**src/iopb_regs.svh**
```systemverilog
`ifndef IOPB_REGS_SVH
`define IOPB_REGS_SVH
// ----------------------------------------
// register addresses (special function space)
// ----------------------------------------
`define IOPB_ADDR_P0     8'h80
`define IOPB_ADDR_P1     8'h90
`define IOPB_ADDR_P2     8'hA0
`define IOPB_ADDR_P3     8'hB0
`define IOPB_ADDR_SYSCTL 8'hB1
`define IOPB_ADDR_PRIOB  8'hB9
`define IOPB_ADDR_CONVA  8'hD8
`define IOPB_ADDR_P6     8'hDB
`define IOPB_ADDR_CONVB  8'hDC
`define IOPB_ADDR_P4     8'hE8
`define IOPB_ADDR_P5     8'hF8
`define IOPB_ADDR_P7     8'hFA
// ----------------------------------------
// field positions
// ----------------------------------------
`define IOPB_SYSCTL_PORT5_STRUCTURE_SELECT_BIT 6
`define IOPB_PRIOB_DIRECTION_MAP_SELECT_BIT  7
`define IOPB_CONV_MX_LSB     0
`define IOPB_CONVA_ADM_BIT   3
// ----------------------------------------
// reset values
// ----------------------------------------
`define IOPB_PORT_RST    8'hFF
`define IOPB_PORT5_DIRECTION_RST    8'hFF
`define IOPB_P7_RST      1'h1
`define IOPB_SYSCTL_RST  8'h21
`define IOPB_PRIOB_RST   8'h00
`define IOPB_CONV_RST    8'h00
`endif

```
**src/iopb_pkg.sv**
```systemverilog
package iopb_pkg;
   typedef enum logic [1:0] {
      IOPB_XM_IDLE = 2'b00,
      IOPB_XM_ADDR = 2'b01,
      IOPB_XM_DATA = 2'b10
   } iopb_xm_t;

   typedef struct packed {
      logic [7:0] rdata;
      logic       wr_seen;
   } iopb_bank_t;

   typedef struct packed {
      logic [5:0][7:0] latch;
      logic            p7_latch;
      logic [7:0]      port5_direction;
      logic [7:0]      sysctl;
      logic [7:0]      priob;
      logic [7:0]      conva;
      logic [7:0]      convb;
      logic [6:0][7:0] pin_q1;
      logic [6:0][7:0] pin_q2;
      logic [7:0]      rdata;
      logic            rvalid;
      logic [7:0]      p0_out;
      logic [7:0]      p0_oe;
      logic [7:0]      p2_out;
      logic [7:0]      p5_out;
      logic [7:0]      p5_oe;
      logic [7:0]      p5_weak;
      logic [7:0]      p134_dummy;
      logic [2:0]      an_chan;
      logic [1:0]      xrd_pipe;
      logic [7:0]      xrdata;
      iopb_xm_t        xm;
   } iopb_state_t;
endpackage

```
**src/iopb_top.sv**
```systemverilog
`timescale 1ns/1ps
`include "iopb_regs.svh"
// ----------------------------------------
// What this block does
// - 57 lines: seven byte ports, one bit
// - each bit except port6: latch, driver, input buffer
// - each port accessed through own register
// - port5 quasi when mode bit clear
// - reset selects quasi structure for port5
// - bidirectional: per-pin direction from register
// - direction shares port5 data address
// - direction reached when map bit set; resets FF
// - port0 multiplexes low address then data
// - port2 drives high address or latch
// - port6 input only, read returns pins
// - writes to port6 register ignored
// - three-bit field selects analog channel
// - port6 byte read samples all together
// ----------------------------------------
module iopb_top (
   input  wire logic       clk,
   input  wire logic       srst,
   input  wire logic       ce,
   input  wire logic [7:0] sfr_addr,
   input  wire logic       sfr_wr,
   input  wire logic       sfr_rd,
   input  wire logic [7:0] sfr_wdata,
   output logic      [7:0] sfr_rdata,
   output logic            sfr_rvalid,
   input  wire logic       xm_start,
   input  wire logic       xm_wide,
   input  wire logic       xm_write,
   input  wire logic [15:0] xm_addr,
   input  wire logic [7:0] xm_wdata,
   output logic      [7:0] xm_rdata,
   input  wire logic [7:0] p0_in,
   output logic      [7:0] p0_out,
   output logic      [7:0] p0_oe,
   input  wire logic [7:0] p1_in,
   output logic      [7:0] p1_out,
   output logic      [7:0] p1_oe,
   input  wire logic [7:0] p2_in,
   output logic      [7:0] p2_out,
   output logic      [7:0] p2_oe,
   input  wire logic [7:0] p3_in,
   output logic      [7:0] p3_out,
   output logic      [7:0] p3_oe,
   input  wire logic [7:0] p4_in,
   output logic      [7:0] p4_out,
   output logic      [7:0] p4_oe,
   input  wire logic [7:0] p5_in,
   output logic      [7:0] p5_out,
   output logic      [7:0] p5_oe,
   output logic      [7:0] p5_weak,
   input  wire logic [7:0] p6_in,
   input  wire logic       p7_in,
   output logic            p7_out,
   output logic            p7_oe,
   output logic      [2:0] an_chan
);
   iopb_pkg::iopb_state_t s_q;
   iopb_pkg::iopb_state_t s_d;
   logic [63:0]           pin_sync;
   logic                  port5_structure_select;
   logic                  direction_map_select;

   // ----------------------------------------
   // pin input synchronisers
   // ----------------------------------------
   iopb_pin_sync u_sync (
      .clk      (clk),
      .srst     (srst),
      .ce       (ce),
      .pin_in   ({7'h00, p7_in, p6_in, p5_in, p4_in,
                  p3_in, p2_in, p1_in, p0_in}),
      .pin_sync (pin_sync)
   );

   assign port5_structure_select = s_q.sysctl[`IOPB_SYSCTL_PORT5_STRUCTURE_SELECT_BIT];
   assign direction_map_select = s_q.priob[`IOPB_PRIOB_DIRECTION_MAP_SELECT_BIT];

   // ----------------------------------------
   // next state
   // ----------------------------------------
   always_comb begin
      s_d        = s_q;
      s_d.rvalid = 1'h0;
      s_d.pin_q1 = '0;
      s_d.pin_q2 = '0;
      s_d.p134_dummy = 8'h00;
      // register writes
      if (sfr_wr) begin
         unique case (sfr_addr)
            `IOPB_ADDR_P0:     s_d.latch[0] = sfr_wdata;
            `IOPB_ADDR_P1:     s_d.latch[1] = sfr_wdata;
            `IOPB_ADDR_P2:     s_d.latch[2] = sfr_wdata;
            `IOPB_ADDR_P3:     s_d.latch[3] = sfr_wdata;
            `IOPB_ADDR_P4:     s_d.latch[4] = sfr_wdata;
            `IOPB_ADDR_P5: begin
               if (direction_map_select) begin
                  s_d.port5_direction = sfr_wdata;
               end else begin
                  s_d.latch[5] = sfr_wdata;
               end
            end
            `IOPB_ADDR_P7:     s_d.p7_latch = sfr_wdata[0];
            `IOPB_ADDR_SYSCTL: s_d.sysctl = sfr_wdata;
            `IOPB_ADDR_PRIOB:  s_d.priob = sfr_wdata;
            `IOPB_ADDR_CONVA:  s_d.conva = sfr_wdata;
            `IOPB_ADDR_CONVB:  s_d.convb = sfr_wdata;
            `IOPB_ADDR_P6: ; // no effect
            default: ;
         endcase
      end
      // register reads: ports return synchronised pin levels, port5 the direction register when the map bit is set
      if (sfr_rd) begin
         s_d.rvalid = 1'h1;
         unique case (sfr_addr)
            `IOPB_ADDR_P0:     s_d.rdata = pin_sync[7:0];
            `IOPB_ADDR_P1:     s_d.rdata = pin_sync[15:8];
            `IOPB_ADDR_P2:     s_d.rdata = pin_sync[23:16];
            `IOPB_ADDR_P3:     s_d.rdata = pin_sync[31:24];
            `IOPB_ADDR_P4:     s_d.rdata = pin_sync[39:32];
            `IOPB_ADDR_P5:     s_d.rdata = direction_map_select ? s_q.port5_direction
                                                : pin_sync[47:40];
            `IOPB_ADDR_P6:     s_d.rdata = pin_sync[55:48];
            `IOPB_ADDR_P7:     s_d.rdata = {7'h00, pin_sync[56]};
            `IOPB_ADDR_SYSCTL: s_d.rdata = s_q.sysctl;
            `IOPB_ADDR_PRIOB:  s_d.rdata = s_q.priob;
            `IOPB_ADDR_CONVA:  s_d.rdata = s_q.conva;
            `IOPB_ADDR_CONVB:  s_d.rdata = s_q.convb;
            default:           s_d.rdata = 8'h00;
         endcase
      end
      // analog channel select: conva or convb field
      s_d.an_chan = s_d.conva[`IOPB_CONVA_ADM_BIT]
                  ? s_d.convb[`IOPB_CONV_MX_LSB +: 3]
                  : s_d.conva[`IOPB_CONV_MX_LSB +: 3];
      // external memory sequencer
      unique case (s_q.xm)
         iopb_pkg::IOPB_XM_IDLE: begin
            if (xm_start) begin
               s_d.xm = iopb_pkg::IOPB_XM_ADDR;
            end
         end
         iopb_pkg::IOPB_XM_ADDR: s_d.xm = iopb_pkg::IOPB_XM_DATA;
         iopb_pkg::IOPB_XM_DATA: s_d.xm = iopb_pkg::IOPB_XM_IDLE;
         default:                s_d.xm = iopb_pkg::IOPB_XM_IDLE;
      endcase
      // read data phase: capture pins after the two sync stages
      s_d.xrd_pipe = {s_q.xrd_pipe[0],
                      s_q.xm == iopb_pkg::IOPB_XM_DATA && !xm_write};
      if (s_q.xrd_pipe[1]) begin
         s_d.xrdata = pin_sync[7:0];
      end
      // port0: address, then data; else latch open-drain style
      if (s_d.xm == iopb_pkg::IOPB_XM_ADDR) begin
         s_d.p0_out = xm_addr[7:0];
         s_d.p0_oe  = 8'hFF;
      end else if (s_d.xm == iopb_pkg::IOPB_XM_DATA) begin
         s_d.p0_out = xm_wdata;
         s_d.p0_oe  = xm_write ? 8'hFF : 8'h00;
      end else begin
         s_d.p0_out = s_d.latch[0];
         s_d.p0_oe  = ~s_d.latch[0];
      end
      // port2: high address during wide access, else latch
      if (s_d.xm != iopb_pkg::IOPB_XM_IDLE && xm_wide) begin
         s_d.p2_out = xm_addr[15:8];
      end else begin
         s_d.p2_out = s_d.latch[2];
      end
      // port5 structure
      if (s_d.sysctl[`IOPB_SYSCTL_PORT5_STRUCTURE_SELECT_BIT]) begin
         s_d.p5_out  = s_d.latch[5];
         s_d.p5_oe   = ~s_d.port5_direction;
         s_d.p5_weak = 8'h00;
      end else begin
         s_d.p5_out  = s_d.latch[5];
         s_d.p5_oe   = ~s_d.latch[5];
         s_d.p5_weak = s_d.latch[5];
      end
   end

   // ----------------------------------------
   // state register
   // ----------------------------------------
   always_ff @(posedge clk) begin
      if (srst) begin
         s_q          <= '0;
         s_q.latch    <= {6{`IOPB_PORT_RST}};
         s_q.p7_latch <= `IOPB_P7_RST;
         s_q.port5_direction     <= `IOPB_PORT5_DIRECTION_RST;
         s_q.sysctl   <= `IOPB_SYSCTL_RST;
         s_q.priob    <= `IOPB_PRIOB_RST;
         s_q.conva    <= `IOPB_CONV_RST;
         s_q.convb    <= `IOPB_CONV_RST;
         s_q.p0_out   <= `IOPB_PORT_RST;
         s_q.p2_out   <= `IOPB_PORT_RST;
         s_q.p5_out   <= `IOPB_PORT_RST;
         s_q.p5_weak  <= `IOPB_PORT_RST;
         s_q.xm       <= iopb_pkg::IOPB_XM_IDLE;
      end else if (ce) begin
         s_q <= s_d;
      end
   end

   // ----------------------------------------
   // outputs (quasi ports: drive low for 0)
   // ----------------------------------------
   assign sfr_rdata  = s_q.rdata;
   assign sfr_rvalid = s_q.rvalid;
   assign xm_rdata   = s_q.xrdata;
   assign p0_out     = s_q.p0_out;
   assign p0_oe      = s_q.p0_oe;
   assign p1_out     = s_q.latch[1];
   assign p1_oe      = ~s_q.latch[1];
   assign p2_out     = s_q.p2_out;
   assign p2_oe      = 8'hFF;
   assign p3_out     = s_q.latch[3];
   assign p3_oe      = ~s_q.latch[3];
   assign p4_out     = s_q.latch[4];
   assign p4_oe      = ~s_q.latch[4];
   assign p5_out     = s_q.p5_out;
   assign p5_oe      = s_q.p5_oe;
   assign p5_weak    = s_q.p5_weak;
   assign p7_out     = s_q.p7_latch;
   assign p7_oe      = ~s_q.p7_latch;
   assign an_chan    = s_q.an_chan;
endmodule

```
**src/iopb_pin_sync.sv**
```systemverilog
`timescale 1ns/1ps
// two-stage synchroniser bank, one per pin line
module iopb_pin_sync (
   input  wire logic        clk,
   input  wire logic        srst,
   input  wire logic        ce,
   input  wire logic [63:0] pin_in,
   output logic      [63:0] pin_sync
);
   logic [63:0] s1_q;
   logic [63:0] s2_q;

   genvar g;
   generate
      for (g = 0; g < 64; g++) begin : g_bit
         always_ff @(posedge clk) begin
            if (srst) begin
               s1_q[g] <= 1'h1;
               s2_q[g] <= 1'h1;
            end else if (ce) begin
               s1_q[g] <= pin_in[g];
               s2_q[g] <= s1_q[g];
            end
         end
      end
   endgenerate

   assign pin_sync = s2_q;
endmodule

```
**config.mk**
```make
export PLATFORM = sky130hd
export DESIGN_NAME = iopb_top
export DESIGN_NICKNAME = d
export VERILOG_FILES = /design/src/iopb_pkg.sv /design/src/iopb_top.sv /design/src/iopb_pin_sync.sv
export VERILOG_INCLUDE_DIRS = /design/src
export SDC_FILE = /design/constraint.sdc
export NUM_CORES = 1
export LEC_CHECK = 0
export BUFFER_PORTS_ARGS = -buffer_cell sky130_fd_sc_hd__buf_2
export CORE_ASPECT_RATIO = 1.2
export CORE_MARGIN = 2
export CORE_UTILIZATION = 40
export CTS_CLUSTER_SIZE = 25
export DETAILED_ROUTE_END_ITERATION = 7
export PLACE_DENSITY = 0.59
export SETUP_SLACK_MARGIN = 0.1
export SYNTH_ARGS = -nofsm -noshare
export SYNTH_HDL_FRONTEND = slang
export SYNTH_SLANG_ARGS = --single-unit
export TNS_END_PERCENT = 30
```
**constraint.sdc**
```tcl
create_clock -name clk -period 4 [get_ports clk]
set_input_delay 0.8 -clock clk [delete_from_list [all_inputs] [get_ports clk]]
set_output_delay 0.8 -clock clk [all_outputs]
set_load 0.03 [all_outputs]
```
==> flow_summary.json <==
{
  "status": "finished clean",
  "cts_tree": "built",
  "drc": 0,
  "ys.flop_type": "dfxtp_1",
  "area_growth_pct": 11.81,
  "drive_above_1_share_pct": 23.26,
  "min_period_over_period_pct": 65.39,
  "yosysSeqAreaShare_pct": 43.54,
  "cts.sinks": 267,
  "rows": 70,
  "grt_pass1_wl_mm": 50.26,
  "fp.coreArea_um2": 30390,
  "postCtsHoldBufs": 0,
  "antenna_found_initial": 2,
  "cp_max_fo": 19,
  "setup_viol": 0,
  "maxCapViolations": 0,
  "synthArstFlopShare_pct": 0,
  "clk_pin_slew_worst_paths_ns": 0.06,
  "final-seq-area_um2": 5345,
  "grt_overflow": 0,
  "irDropWorstVdd_mv": 0.2507,
  "cp-start-kind": "primary input",
  "grt_pass1_vias": 8680,
  "synth_top_cell_by_area": "dfxtp_1",
  "p_leak_nw": 6.305,
  "port-buffer-count": 222,
  "slew_viol_final": 0,
  "dr.pass1.iters": 5,
  "nets": 1482,
  "die_area_um2": 32110,
  "wl_mm": 33.28,
  "wl_per_cell_um": 18.53,
  "endpoint_kind": "flop",
  "setup_tns_ns": 0,
  "fmax_mhz": 382.3,
  "cts_resized": 0,
  "cts_buffers": 28,
  "worst_pin_slew_ns": 1.135,
  "htree_levels": 1,
  "relSlewSlack_pct": 24.02,
  "grt_max_degree": 78,
  "postSynthAreaPerCell_um2": 9.400,
  "rsz0062_at_grt": "false",
  "via_per_inst": 5.205,
  "multi_input_area_um2": 5562,
  "synth_top_cells_by_area": "dfxtp_1 44%, mux2i_1 16%, nand2_1 7.2%",
  "io_pins": 231,
  "placed_area_um2": 12750,
  "clockBufferDepth": 3,
  "initial_core_util_pct": 40.40,
  "vias": 9348,
  "criticalPathCategory": "primary input to flop",
  "r2r_slack_ns": 1.74,
  "yosys.cell_types.count": 73,
  "synth-edff-count": 0,
  "dp_hpwl_mm": 23.03,
  "synth_commonest_cells": "267 x dfxtp_1, 235 x nand2_1, 201 x mux2i_1",
  "p_per_area_nw_per_um2": 443.8,
  "post_cts_buffers": 0,
  "cp.required_ns": 4.37,
  "finalInstanceArea_um2": 13730,
  "hold_class": "flop to flop",
  "drt_first_iter_violations": 700,
  "place.gp.congestion": 0.8799,
  "clock_skew_ns": 0.006200,
  "fillers": 2986,
  "grt_util_all_layers_pct": 19.88,
  "finalHoldViolCount": 0,
  "yosysWarnings": 0,
  "clock-root-buffer": "clkbuf_16",
  "yosysMostFrequentCell": "dfxtp_1",
  "clock_latency_ns": 0.54,
  "fin_crit_ns": 2.615,
  "die_h_um": 195.9,
  "arrival_ns": 2.98,
  "detail-route-antenna-nets": 0,
  "synth_cells": 1306,
  "fp.dieW_um": 163.9,
  "synth_area_um2": 12280,
  "yosysTopAreaCellShare_pct": 43.54,
  "ys_ff_latch": 267
}
==> metrics by stage <==
step           setup WS [ns]  total power, mW  hold WS (ns)  util (%)  instances
3_5_place_dp          0.8385            3.437        0.4458     41.97       1743
2_1_floorplan          1.591            3.300        0.4273         -       1313
6_report               1.385            6.092        0.4540     45.17       1796
4_1_cts                1.398            6.149        0.4546     45.14       1793
5_1_grt                1.213            6.305        0.4696     45.14       1793
3_3_place_gp          0.8921            3.429        0.4412     41.97       1743
==> final timing paths <==
| kind | start | cells past startpoint | endpoint |
|---|---|---|---|
| max reg2reg | direction_map_select | 4 | p5_oe[1] |
| min | xm_rdata[2] | 2 | xm_rdata[2] |
| min reg2reg | xm_rdata[2] | 2 | xm_rdata[2] |
| max | sfr_addr[3] | 5 | p3_out[3] |
==> power breakdown <==
part	switching [mW]	internal [mW]	total, mW
clock	1.04	1.67	2.71
sequential	0.0614	2.75	2.82
combinational	0.364	0.199	0.563
==> registers in the layout, indices dropped and copies added, names as in the netlist, 3 cells and up <==
signal	cells
u_sync.s1_q	57
xm_rdata	8
p2_out	8
p1_out	8
p5_oe	8
p4_out	8
p0_out	8
u_sync.pin_sync	57
p3_out	8
an_chan	3
p5_weak	8
s_q	57
p5_out	8
p0_oe	8
sfr_rdata	8
==> cell families after synthesis <==
family | share of synthesized area [%]
AO/OA/AOI/OAI | 12.93
buffers and inverters | 11.37
flip-flops | 43.54
multiplexers | 17.40
other | 0.03055
AND/OR/NAND/NOR | 14.73
==> worst max-delay path, stage by stage <==
cell and delay, ns:
buf_2 0.23, nor4_4 0.41, and2_1 0.75, and3_1 0.62
o211ai_1 0.15
==> area by class of cell <==
| type | count | area share, % |
|---|---|---|
| timing repair buffer | 235 | 8.960 |
| inverter | 32 | 0.8933 |
| clock buffer | 42 | 6.007 |
| sequential | 267 | 38.94 |
| multi-input combinational | 813 | 40.52 |
| antenna | 3 | 0.05469 |
| clock inverter | 8 | 1.021 |
| tap | 396 | 3.610 |
==> layer usage <==
metal  routed length, um  vias up  share of wire, %  track usage, %
met5                   0        -                 0               0
met4                 685        0               2.1           5.003
met3                2114       53               6.4           3.742
met2               15270      283                46           32.43
met1               15200     4423                46           27.03
li1                    -     4589                 -               -
==> placed cells by master, fill, tap and decap left out, types with 5 or more instances in the layout <==
cell and count:
mux2_2 11, o31ai_2 7, and3_1 12, nand4_1 5, o21ai_0 22, clkbuf_8 6, a32oi_1 8, a311oi_1 8
nand2_1 235, o221a_2 9, mux2i_1 201, buf_4 12, a211o_1 15, and2_1 5, nor2_1 52, buf_2 221
o211ai_1 19, nand3_1 25, a221o_1 10, clkbuf_16 29, a22oi_1 9, a22o_1 9, clkbuf_1 8, a21oi_1 61
inv_1 30, a211oi_1 6, nor2b_1 9, conb_1 8, dfxtp_1 267
Power figures use the tool's default switching activity.
